[src/cad_defines.vh]
`ifndef CAD_DEFINES_VH
`define CAD_DEFINES_VH

// instruction field positions
`define CAD_GRP_HI 15
`define CAD_GRP_LO 13
`define CAD_OP2_HI 12
`define CAD_OP2_LO 11
`define CAD_F4_TAG_HI 15
`define CAD_F4_TAG_LO 10
`define CAD_ALUOP_HI 9
`define CAD_ALUOP_LO 6
`define CAD_DST_HI 2
`define CAD_DST_LO 0
`define CAD_SRC_HI 5
`define CAD_SRC_LO 3
`define CAD_SEC_HI 8
`define CAD_SEC_LO 6
`define CAD_IMM5_HI 10
`define CAD_IMM5_LO 6
`define CAD_F3_DST_HI 10
`define CAD_F3_DST_LO 8
`define CAD_IMM8_HI 7
`define CAD_IMM8_LO 0
`define CAD_F2_IMMSEL 10
`define CAD_F2_SUB 9

// format identification codes
`define CAD_GRP_SHIFT 3'h0
`define CAD_GRP_IMM8 3'h1
`define CAD_OP2_ADDSUB 2'h3
`define CAD_F4_TAG 6'h10

// internal format selector
`define CAD_FMT_SHIFT 2'h0
`define CAD_FMT_ADDSUB 2'h1
`define CAD_FMT_IMM8 2'h2
`define CAD_FMT_ALU 2'h3

// shift kinds; lsl, lsr and asr are also the shift-by-immediate op codes
`define CAD_SH_LSL 2'h0
`define CAD_SH_LSR 2'h1
`define CAD_SH_ASR 2'h2
`define CAD_SH_ROR 2'h3

// byte immediate op codes
`define CAD_I8_MOV 2'h0
`define CAD_I8_CMP 2'h1
`define CAD_I8_ADD 2'h2
`define CAD_I8_SUB 2'h3

// register alu op codes
`define CAD_ALU_AND 4'h0
`define CAD_ALU_EOR 4'h1
`define CAD_ALU_LSL 4'h2
`define CAD_ALU_LSR 4'h3
`define CAD_ALU_ASR 4'h4
`define CAD_ALU_ADC 4'h5
`define CAD_ALU_SBC 4'h6
`define CAD_ALU_ROR 4'h7
`define CAD_ALU_TST 4'h8
`define CAD_ALU_NEG 4'h9
`define CAD_ALU_CMP 4'ha
`define CAD_ALU_CMN 4'hb
`define CAD_ALU_ORR 4'hc
`define CAD_ALU_MUL 4'hd
`define CAD_ALU_BIC 4'he
`define CAD_ALU_MVN 4'hf

// reset value of the flags {n,z,c,v}
`define CAD_FLAGS_RST 4'h0

// extra internal cycles beyond the base cycle
`define CAD_XTRA_REGSHIFT 3'h1
`define CAD_XTRA_MUL1 3'h1
`define CAD_XTRA_MUL2 3'h2
`define CAD_XTRA_MUL3 3'h3
`define CAD_XTRA_MUL4 3'h4

`endif

[src/cad_exec.v]
// How it works
// - shift op 00 left, 01 logical, 10 arithmetic
// - every covered instruction updates the flags
// - op bit add/sub, select bit register/immediate
// - subtract is source minus second operand
// - byte op 00 loads zero-extended immediate
// - byte op 01 compares, no register write
// - byte op 10 adds, 11 subtracts in place
// - and, xor, or, and-not, invert source
// - register shifts left, lsr, asr, rotate
// - add with carry
// - subtract with inverted carry borrow
// - test sets flags from and, no write
// - compare and compare-negative, no write
// - negate is zero minus source
// - multiply keeps low word, sets flags
// - cycles match the wide equivalent instruction
// - all operands come from the low group
// - low group is registers zero to seven
`timescale 1ns/1ps
`include "cad_defines.vh"

module cad_exec (
   input wire CLK_SYS,
   input wire RESET,
   input wire INSTR_VALID,
   input wire [15:0] INSTR,
   input wire [31:0] RD_DATA_A,
   input wire [31:0] RD_DATA_B,
   output reg INSTR_READY,
   output reg INSTR_ILLEGAL,
   output reg [2:0] RD_ADDR_A,
   output reg [2:0] RD_ADDR_B,
   output reg WR_EN,
   output reg [2:0] WR_ADDR,
   output reg [31:0] WR_DATA,
   output reg DONE,
   output reg FLAG_N,
   output reg FLAG_Z,
   output reg FLAG_C,
   output reg FLAG_V
);

   localparam ST_IDLE = 2'h0;
   localparam ST_EXEC = 2'h1;
   localparam ST_WAIT = 2'h2;

   reg [1:0] state;
   reg [15:0] ir;
   reg [1:0] fmt;
   reg [2:0] dest;
   reg [2:0] cnt;
   reg [31:0] res_q;
   reg wr_q;
   reg [3:0] flags_q;

   // decode of the incoming word
   wire [2:0] in_grp = INSTR[`CAD_GRP_HI:`CAD_GRP_LO];
   wire [1:0] in_op2 = INSTR[`CAD_OP2_HI:`CAD_OP2_LO];
   wire in_f4 = (INSTR[`CAD_F4_TAG_HI:`CAD_F4_TAG_LO] == `CAD_F4_TAG);
   wire in_f12 = (in_grp == `CAD_GRP_SHIFT);
   wire in_f3 = (in_grp == `CAD_GRP_IMM8);
   wire in_legal = in_f12 | in_f3 | in_f4;
   wire take = INSTR_VALID & INSTR_READY;

   // shifter: returns {carry, result}; amount zero keeps value and carry
   function [32:0] cad_shift;
      input [1:0] kind;
      input [31:0] val;
      input [7:0] amt;
      input cin;
      reg [32:0] t;
      reg [4:0] r;
      begin
         t = {cin, val};
         r = amt[4:0];
         if (amt != 8'h00) begin
            case (kind)
               `CAD_SH_LSL: begin
                  t = {1'b0, val} << amt;
               end
               `CAD_SH_LSR: begin
                  t = {val, 1'b0} >> amt;
                  t = {t[0], t[32:1]};
               end
               `CAD_SH_ASR: begin
                  t = $signed({val, 1'b0}) >>> amt;
                  t = {t[0], t[32:1]};
               end
               default: begin
                  t[31:0] = (val >> r) | (val << (6'h20 - {1'b0, r}));
                  t[32] = t[31];
               end
            endcase
         end
         cad_shift = t;
      end
   endfunction

   // adder: returns {overflow, carry, sum}
   function [33:0] cad_add;
      input [31:0] x;
      input [31:0] y;
      input cin;
      reg [32:0] s;
      begin
         s = {1'b0, x} + {1'b0, y} + {32'h0, cin};
         cad_add = {(x[31] == y[31]) && (s[31] != x[31]), s};
      end
   endfunction

   // execution datapath, operands arrive while in the exec state
   reg [31:0] a;
   reg [31:0] b;
   reg [31:0] ax;
   reg [31:0] bx;
   reg ci;
   reg use_add;
   reg [33:0] s;
   reg [32:0] t;
   reg [31:0] res;
   reg nc;
   reg nv;
   reg wr;
   reg [2:0] extra;
   reg [1:0] rk;
   always @* begin
      a = RD_DATA_A;
      b = RD_DATA_B;
      ax = 32'h0;
      bx = 32'h0;
      ci = 1'b0;
      use_add = 1'b0;
      t = 33'h0;
      res = 32'h0;
      nc = FLAG_C;
      nv = FLAG_V;
      wr = 1'b1;
      extra = 3'h0;
      rk = `CAD_SH_LSL;
      case (fmt)
         `CAD_FMT_SHIFT: begin
            // immediate of zero on lsr/asr means a shift of thirty-two
            if (ir[`CAD_IMM5_HI:`CAD_IMM5_LO] == 5'h00 && ir[`CAD_OP2_HI:`CAD_OP2_LO] != `CAD_SH_LSL)
               t = cad_shift(ir[`CAD_OP2_HI:`CAD_OP2_LO], a, 8'h20, FLAG_C);
            else
               t = cad_shift(ir[`CAD_OP2_HI:`CAD_OP2_LO], a,
                  {3'h0, ir[`CAD_IMM5_HI:`CAD_IMM5_LO]}, FLAG_C);
            res = t[31:0];
            nc = t[32];
         end
         `CAD_FMT_ADDSUB: begin
            use_add = 1'b1;
            ax = a;
            bx = ir[`CAD_F2_IMMSEL] ? {29'h0, ir[`CAD_SEC_HI:`CAD_SEC_LO]} : b;
            if (ir[`CAD_F2_SUB]) begin
               bx = ~bx;
               ci = 1'b1;
            end
         end
         `CAD_FMT_IMM8: begin
            ax = a;
            bx = {24'h0, ir[`CAD_IMM8_HI:`CAD_IMM8_LO]};
            case (ir[`CAD_OP2_HI:`CAD_OP2_LO])
               `CAD_I8_MOV: res = bx;
               `CAD_I8_CMP: begin
                  use_add = 1'b1;
                  bx = ~bx;
                  ci = 1'b1;
                  wr = 1'b0;
               end
               `CAD_I8_ADD: use_add = 1'b1;
               default: begin
                  use_add = 1'b1;
                  bx = ~bx;
                  ci = 1'b1;
               end
            endcase
         end
         default: begin
            ax = a;
            bx = b;
            case (ir[`CAD_ALUOP_HI:`CAD_ALUOP_LO])
               `CAD_ALU_AND: res = a & b;
               `CAD_ALU_EOR: res = a ^ b;
               `CAD_ALU_ORR: res = a | b;
               `CAD_ALU_BIC: res = a & ~b;
               `CAD_ALU_MVN: res = ~b;
               `CAD_ALU_TST: begin
                  res = a & b;
                  wr = 1'b0;
               end
               `CAD_ALU_LSL, `CAD_ALU_LSR, `CAD_ALU_ASR, `CAD_ALU_ROR: begin
                  // only rotate's low bits equal its shift kind (lsl two, lsr three, asr four, rotate seven), so each is mapped here
                  case (ir[`CAD_ALUOP_HI:`CAD_ALUOP_LO])
                     `CAD_ALU_LSL: rk = `CAD_SH_LSL;
                     `CAD_ALU_LSR: rk = `CAD_SH_LSR;
                     `CAD_ALU_ASR: rk = `CAD_SH_ASR;
                     default: rk = `CAD_SH_ROR;
                  endcase
                  t = cad_shift(rk, a, b[7:0], FLAG_C);
                  res = t[31:0];
                  nc = t[32];
                  extra = `CAD_XTRA_REGSHIFT;
               end
               `CAD_ALU_ADC: begin
                  use_add = 1'b1;
                  ci = FLAG_C;
               end
               `CAD_ALU_SBC: begin
                  use_add = 1'b1;
                  bx = ~b;
                  ci = FLAG_C;
               end
               `CAD_ALU_NEG: begin
                  use_add = 1'b1;
                  ax = 32'h0;
                  bx = ~b;
                  ci = 1'b1;
               end
               `CAD_ALU_CMP: begin
                  use_add = 1'b1;
                  bx = ~b;
                  ci = 1'b1;
                  wr = 1'b0;
               end
               `CAD_ALU_CMN: begin
                  use_add = 1'b1;
                  wr = 1'b0;
               end
               default: begin
                  res = b * a;
                  // multiplier early termination on the destination value
                  if (a[31:8] == 24'h0 || a[31:8] == 24'hffffff)
                     extra = `CAD_XTRA_MUL1;
                  else if (a[31:16] == 16'h0 || a[31:16] == 16'hffff)
                     extra = `CAD_XTRA_MUL2;
                  else if (a[31:24] == 8'h0 || a[31:24] == 8'hff)
                     extra = `CAD_XTRA_MUL3;
                  else
                     extra = `CAD_XTRA_MUL4;
               end
            endcase
         end
      endcase
      s = cad_add(ax, bx, ci);
      if (use_add) begin
         res = s[31:0];
         nc = s[32];
         nv = s[33];
      end
   end

   // sequencer: take, read operands, compute, idle cycles, commit
   always @(posedge CLK_SYS) begin
      if (RESET) begin
         state <= ST_IDLE;
         ir <= 16'h0;
         fmt <= `CAD_FMT_SHIFT;
         dest <= 3'h0;
         cnt <= 3'h0;
         res_q <= 32'h0;
         wr_q <= 1'b0;
         flags_q <= `CAD_FLAGS_RST;
         INSTR_READY <= 1'b0;
         INSTR_ILLEGAL <= 1'b0;
         RD_ADDR_A <= 3'h0;
         RD_ADDR_B <= 3'h0;
         WR_EN <= 1'b0;
         WR_ADDR <= 3'h0;
         WR_DATA <= 32'h0;
         DONE <= 1'b0;
         {FLAG_N, FLAG_Z, FLAG_C, FLAG_V} <= `CAD_FLAGS_RST;
      end else begin
         WR_EN <= 1'b0;
         DONE <= 1'b0;
         INSTR_ILLEGAL <= 1'b0;
         case (state)
            ST_IDLE: begin
               INSTR_READY <= 1'b1;
               if (take && !in_legal) begin
                  INSTR_ILLEGAL <= 1'b1;
               end else if (take) begin
                  ir <= INSTR;
                  INSTR_READY <= 1'b0;
                  state <= ST_EXEC;
                  // register fields are three bits wide, low group only
                  if (in_f3) begin
                     fmt <= `CAD_FMT_IMM8;
                     dest <= INSTR[`CAD_F3_DST_HI:`CAD_F3_DST_LO];
                     RD_ADDR_A <= INSTR[`CAD_F3_DST_HI:`CAD_F3_DST_LO];
                  end else if (in_f4) begin
                     fmt <= `CAD_FMT_ALU;
                     dest <= INSTR[`CAD_DST_HI:`CAD_DST_LO];
                     RD_ADDR_A <= INSTR[`CAD_DST_HI:`CAD_DST_LO];
                     RD_ADDR_B <= INSTR[`CAD_SRC_HI:`CAD_SRC_LO];
                  end else begin
                     fmt <= (in_op2 == `CAD_OP2_ADDSUB) ? `CAD_FMT_ADDSUB : `CAD_FMT_SHIFT;
                     dest <= INSTR[`CAD_DST_HI:`CAD_DST_LO];
                     RD_ADDR_A <= INSTR[`CAD_SRC_HI:`CAD_SRC_LO];
                     RD_ADDR_B <= INSTR[`CAD_SEC_HI:`CAD_SEC_LO];
                  end
               end
            end
            ST_EXEC: begin
               res_q <= res;
               wr_q <= wr;
               flags_q <= {res[31], res == 32'h0, nc, nv};
               if (extra == 3'h0) begin
                  WR_EN <= wr;
                  WR_ADDR <= dest;
                  WR_DATA <= res;
                  DONE <= 1'b1;
                  {FLAG_N, FLAG_Z, FLAG_C, FLAG_V} <= {res[31], res == 32'h0, nc, nv};
                  INSTR_READY <= 1'b1;
                  state <= ST_IDLE;
               end else begin
                  cnt <= extra;
                  state <= ST_WAIT;
               end
            end
            ST_WAIT: begin
               cnt <= cnt - 3'h1;
               if (cnt == 3'h1) begin
                  WR_EN <= wr_q;
                  WR_ADDR <= dest;
                  WR_DATA <= res_q;
                  DONE <= 1'b1;
                  {FLAG_N, FLAG_Z, FLAG_C, FLAG_V} <= flags_q;
                  INSTR_READY <= 1'b1;
                  state <= ST_IDLE;
               end
            end
            default: begin
               state <= ST_IDLE;
            end
         endcase
      end
   end

endmodule

[config.mk]
export PLATFORM = sky130hd
export DESIGN_NAME = cad_exec
export DESIGN_NICKNAME = d
export VERILOG_FILES = /design/src/cad_exec.v
export VERILOG_INCLUDE_DIRS = /design/src /design/src/src
export SDC_FILE = /design/constraint.sdc
export NUM_CORES = 2
export LEC_CHECK = 0
export ABC_CLOCK_PERIOD_IN_PS = 10000
export BUFFER_PORTS_ARGS = -buffer_cell sky130_fd_sc_hd__buf_2
export CAP_MARGIN = 40
export CORE_ASPECT_RATIO = 2
export CORE_MARGIN = 4
export CORE_UTILIZATION = 50
export CTS_BUF_LIST = sky130_fd_sc_hd__clkbuf_8
export CTS_CLUSTER_SIZE = 28
export DETAILED_ROUTE_END_ITERATION = 16
export GPL_TIMING_DRIVEN = 0
export PLACE_DENSITY = 0.66
export SYNTH_ARGS = -nofsm -noshare
export SYNTH_HDL_FRONTEND = slang
export SYNTH_SLANG_ARGS = --single-unit
[constraint.sdc]
create_clock -name CLK_SYS -period 10 [get_ports CLK_SYS]
set_input_delay 0 -clock CLK_SYS [delete_from_list [all_inputs] [get_ports CLK_SYS]]
set_output_delay 0 -clock CLK_SYS [all_outputs]
set_load 0.01 [all_outputs]
==> results by group, run 1 <==
Clock network
  • Max Buffers Root-to-Sink: 2
  • Root Buffer Master: clkbuf_8
  • H-tree levels: 3
  • Clk sinks: ~110
  • Post-CTS setup repair buffer count: 0
  • CTS Buf Count: 9

GRT
  • Largest net degree at the start of global routing: 20
  • Vias in the first global route: 62500
  • First-pass GRT wire length: roughly 530000 um
  • Gr usage total: about four fifths
  • Total gr overflow: around 2300

Yosys
  • Mapped Nets: approximately 6300
  • Avg Inst Size Synth: between 7 and 8 um^2
  • Number of flops mapped to enable cells by yosys: 0
  • Largest family of logic cells by synthesized area: adder cells
  • XOR/XNOR Fraction of Synth Area: between 3 and 4%
  • Synth warn: 0
  • Post-Synth Simple-Gate Area: between 10% and 20%
  • Cells after Synth: roughly 5600
  • Post-Synth Adder-Cell Area: 25.8%
  • Cell Area, Synth: roughly 42000 um^2
  • Synth area leaders: fa_1, mux4_2, ha_1
  • Synth Area in Compound Gates: between 20 and 25%
  • Post-synthesis cell type with the largest combined area: fa_1
  • Synth Register Bits: approximately 110
  • Asr flop ratio synth: 0%
  • Post-synth top flop: dfxtp_1
  • Post-synth top cells: nor2_1, nand2_1, inv_1
  • Most common cell in the netlist: nor2_1
  • Seq/Total Area, Yosys: 5.05%
  • Netlist cell types: 112
  • Post-synthesis mux area share: 14.0%
  • Yosys top cell area share: 19.4%

Floorplan
  • DIE HEIGHT: around 420 um
  • Starting Density: approximately 51%
  • Overall die width: between 200 and 250 um
  • Rows: 150
  • Ports: 132

Run status
  • Failed at: 5_1_grt
  • Halt Reason: [ERROR GRT-0116] Global routing finished with congestion. Check the congestion regions in the DRC Viewer.
  • Status: did not finish

Placed design
  • Placed cell count: 6964
  • DP HPWL: roughly 250000 um
  • Gpl congestion: ~1.4
  • Dpl ws: -1.42 ns
  • Input/output buffers: around 130
through the flow:
step           TNS [ns]  hold slack, ns  cell area, um^2  util (%)
2_1_floorplan         0           0.136            42400         -
3_3_place_gp     -40.67           0.258            44400      52.9
3_5_place_dp     -15.94           0.268            46200      55.0
4_1_cts               0          0.0842            46500      55.4
layer usage:
metal  global-route usage, %  overflow
met2                    98.7      1491
met1                    75.0        15
met4                    83.7       788
met5                    26.2         1
met3                    59.6        20
cells by family after synthesis:
logic type                 Yosys count
DFF                                107
muxes                              402
adders and majority gates          630
buffers and inverters             1029
AOI/OAI and AO/OA                 1423
xor gates and xnor gates           178
and+or+nand+nor                   1835
timing repair:
item | CTS
setup endpoints to repair | 17
resized for setup | 14
pin swaps | 0
hold buffers | 14
endpoints found under the hold margin | 21
==> run 2: changes to the inputs <==
--- a/config.mk
+++ b/config.mk
@@ -9,14 +9,11 @@
 export ABC_CLOCK_PERIOD_IN_PS = 10000
 export BUFFER_PORTS_ARGS = -buffer_cell sky130_fd_sc_hd__buf_2
 export CAP_MARGIN = 40
-export CORE_ASPECT_RATIO = 2
 export CORE_MARGIN = 4
-export CORE_UTILIZATION = 50
-export CTS_BUF_LIST = sky130_fd_sc_hd__clkbuf_8
-export CTS_CLUSTER_SIZE = 28
+export CORE_UTILIZATION = 35
 export DETAILED_ROUTE_END_ITERATION = 16
 export GPL_TIMING_DRIVEN = 0
-export PLACE_DENSITY = 0.66
+export PLACE_DENSITY_LB_ADDON = 0.15
 export SYNTH_ARGS = -nofsm -noshare
 export SYNTH_HDL_FRONTEND = slang
 export SYNTH_SLANG_ARGS = --single-unit
==> results by group, run 2 <==
Run status
  • Status: finished, final reports clean

Clock network
  • CTS Buf Count: 9 (unchanged)
  • Post-CTS setup repair buffer count: 0 (unchanged)
  • Clk_lat worst skew: around 0.36 ns
  • Clk sinks: 107 (unchanged)
  • Clk pin slew, worst setup/hold paths: 0.07 ns
  • H-tree levels: 3 (unchanged)
  • Root Buffer Master: clkbuf_16
  • Max Buffers Root-to-Sink: 2 (unchanged)
  • CTS tree: done

Placed design
  • Post-DP Area: 47400 um^2 (+2.6%)
  • Placed cell count: 7550 (+8.4%)
  • DP HPWL: 272000 um (+7.3%)
  • Dpl ws: -1.39 ns (+0.0330 ns)
  • Input/output buffers: 125 (unchanged)
  • Gpl congestion: 1.16 (-14%)

Setup path
  • CP max FO: 10
  • Setup CP Type: in2reg
  • CP Capture Type: flop
  • Crit path from: RD_DATA_A[12]
  • Critical-path top delay cell: clkbuf_1
  • WP data arrival: between 10 and 15 ns
  • CP Data Required Time: just over 10 ns
  • Most common cell on crit path: fa_1
  • Origin of the critical flop-to-flop path: ir[6]
  • CP Launch Type: primary input
  • Max incr delay on CP: between 0.8 and 0.9 ns

STA
  • Final setup viols: 0
  • Slew headroom: approximately 10%
  • Final min period: 9.98 ns
  • Fmax: 100 MHz
  • Final hold violation count: 0
  • Hold_ws: 0.0892 ns
  • Final count of pins violating max slew: 0
  • Worst Max-Slew Pin Slew: between 1 and 1.5 ns
  • Setup WS post-layout: between 0.02 and 0.025 ns
  • Fin crit share: between 90 and 100%
  • RSZ-0062 raised after global routing: no
  • Fin Setup TNS: 0 ns
  • Clock Skew: between 0.01 and 0.015 ns

Pwr
  • Total Power: ~18 mW
  • Switching portion of total power: between 60% and 70%
  • PD cells: between 300 and 400 nW/um^2
  • Leakage power: between 20 and 25 nW
  • Clk pwr share: 2.0%
  • Internal power: 6.93 mW
  • Switch Pwr: ~11 mW
  • Gate power share: a little over nine tenths
  • Maximum vdd drop: between 1 and 1.5 mV
  • Seq pwr share: 2.5%

Yosys
  • Asr flop ratio synth: 0% (unchanged)
  • Mapped Nets: 6317 (unchanged)
  • Cell Area, Synth: 42400 um^2 (unchanged)
  • Synth area leaders: fa_1, mux4_2, ha_1
  • Avg Inst Size Synth: 7.57 um^2 (unchanged)
  • Most common cell in the netlist: nor2_1
  • Number of flops mapped to enable cells by yosys: 0 (unchanged)
  • Post-synthesis cell type with the largest combined area: fa_1
  • Netlist cell types: 112 (unchanged)
  • Post-synth top flop: dfxtp_1
  • Synth warn: 0 (unchanged)
  • Yosys top cell area share: 19.4% (unchanged)
  • Post-synth top cells: nor2_1, nand2_1, inv_1
  • Cells after Synth: 5604 (unchanged)
  • Seq/Total Area, Yosys: 5.05% (unchanged)
  • Synth Register Bits: 107 (unchanged)

Detailed routing
  • Aggregate routed wire length: ~330000 um
  • Routed WL per cell: between 40 and 50 um
  • DRT Pass-1 Iters: 10
  • Vias per inst: approximately 7.0
  • First DRT Iteration DRCs: 9073
  • DRC: 0
  • Via count: 53000
  • Post-route ant nets: 0

Flow run
  • Max-cap violations: 0

Cells and area
  • Layout cells sized above 1: between 10% and 20%
  • Largest regs: WR_DATA x32, res_q x32, ir x13
  • Util after Layout: 40.0%
  • Nets: ~6700
  • Final non-filler cell total: about 7600
  • Final instance area: around 48000 um^2
  • Commonest non-fill, non-tap cell in the layout: nor2_1
  • Number of fill cells in the layout: about 13000
  • Synthesis-to-finish area growth: 13.3%
  • Most frequent cells in the layout: nor2_1, nand2_1, inv_1, fa_1, a21oi_1

Floorplan
  • Core area: roughly 120000 um^2
  • DIE HEIGHT: 356 um (-15%)
  • Overall die width: 356 um (+66%)
  • Ports: 132 (unchanged)
  • Rows: 127 (-15%)
  • Die footprint: ~130000 um^2
  • Starting Density: 35.3% (-15 points)

GRT
  • Initial antenna violation count: about 40
  • Gr usage total: between 50 and 60%
  • Largest net degree at the start of global routing: 20
  • Total gr overflow: 0
  • Vias in the first global route: 50300
  • First-pass GRT wire length: roughly 440000 um

Min path
  • Hold_sp: INSTR[14]
  • Hold crit path type: in2reg
==> run 2: area by class of cell <==
cell class / instances / area (um^2) / area share [%]
Clock buffer: 11 / 233 / 0.484
Tap cell: 1612 / 2020 / 4.20
Timing Repair Buffer: 359 / 3220 / 6.70
Sequential cell: 107 / 2140 / 4.46
Buffer: 516 / 2330 / 4.85
Clock inverter: 5 / 61.3 / 0.128
Antenna cell: 25 / 62.6 / 0.130
Multi-Input combinational cell: 4468 / 36100 / 75.2
Inverter: 488 / 1840 / 3.82
==> run 2: power by group through the flow <==
stage	Combinational (mW)	Clock (mW)	Sequential, mW
detailed placement	15.8	0	0.458
CTS	16.1	0.372	0.448
floorplan	10.3	0	0.458
finish	17.0	0.364	0.449
global route	17.8	0.386	0.450
global placement	15.7	0	0.458
==> run 2: kinds of logic (layout without fill, tap and decap cells) <==
| group | after synthesis | in the layout | share of synthesized area (%) |
|---|---|---|---|
| and+or+nand+nor | 1835 | 1835 | 19.0 |
| DFF | 107 | 107 | 5.05 |
| other | 0 | 25 | 0 |
| buffers and inverters | 1029 | 1379 | 9.99 |
| xor gates and xnor gates | 178 | 178 | 3.71 |
| adders and majority gates | 630 | 630 | 25.8 |
| AOI/OAI and AO/OA | 1423 | 1423 | 22.4 |
| muxes | 402 | 402 | 14.0 |
==> run 2: worst paths after layout <==
| kind | to | slack (ns) | depth (start not counted) |
|---|---|---|---|
| max | FLAG_Z | 0.02 | 29 |
| min | dest[2] | 0.09 | 4 |
| max reg2reg | FLAG_Z | 0.19 | 24 |
| min reg2reg | WR_DATA[23] | 0.45 | 2 |
==> run 2: worst max-delay path: cells and delay by family <==
| family | cells | cell delay (ns) |
|---|---|---|
| simple gates | 5 | 0.85 |
| compound gates | 6 | 1.60 |
| buf+inv | 9 | 3.39 |
| fa+ha+maj | 9 | 4.39 |
==> run 2: layer usage <==
| layer | GRT usage [%] | vias to the layer above | share of wire (%) |
|---|---|---|---|
| li1 | - | 20300 | - |
| met1 | 62.3 | 26100 | 37 |
| met2 | 68.6 | 5031 | 38 |
| met3 | 20.7 | 1527 | 14 |
| met4 | 38.7 | 18 | 10 |
| met5 | 0 | - | 0.038 |
==> run 2: timing repair <==
item | CTS | global route
endpoints found under the setup margin | 13 | 14
gates resized for setup | 9 | 21
hold buffers | 14 | 0
pin swaps | 0 | 2
hold endpoints to repair | 19 | 0
No activity file was read; power rests on OpenSTA's default activity.
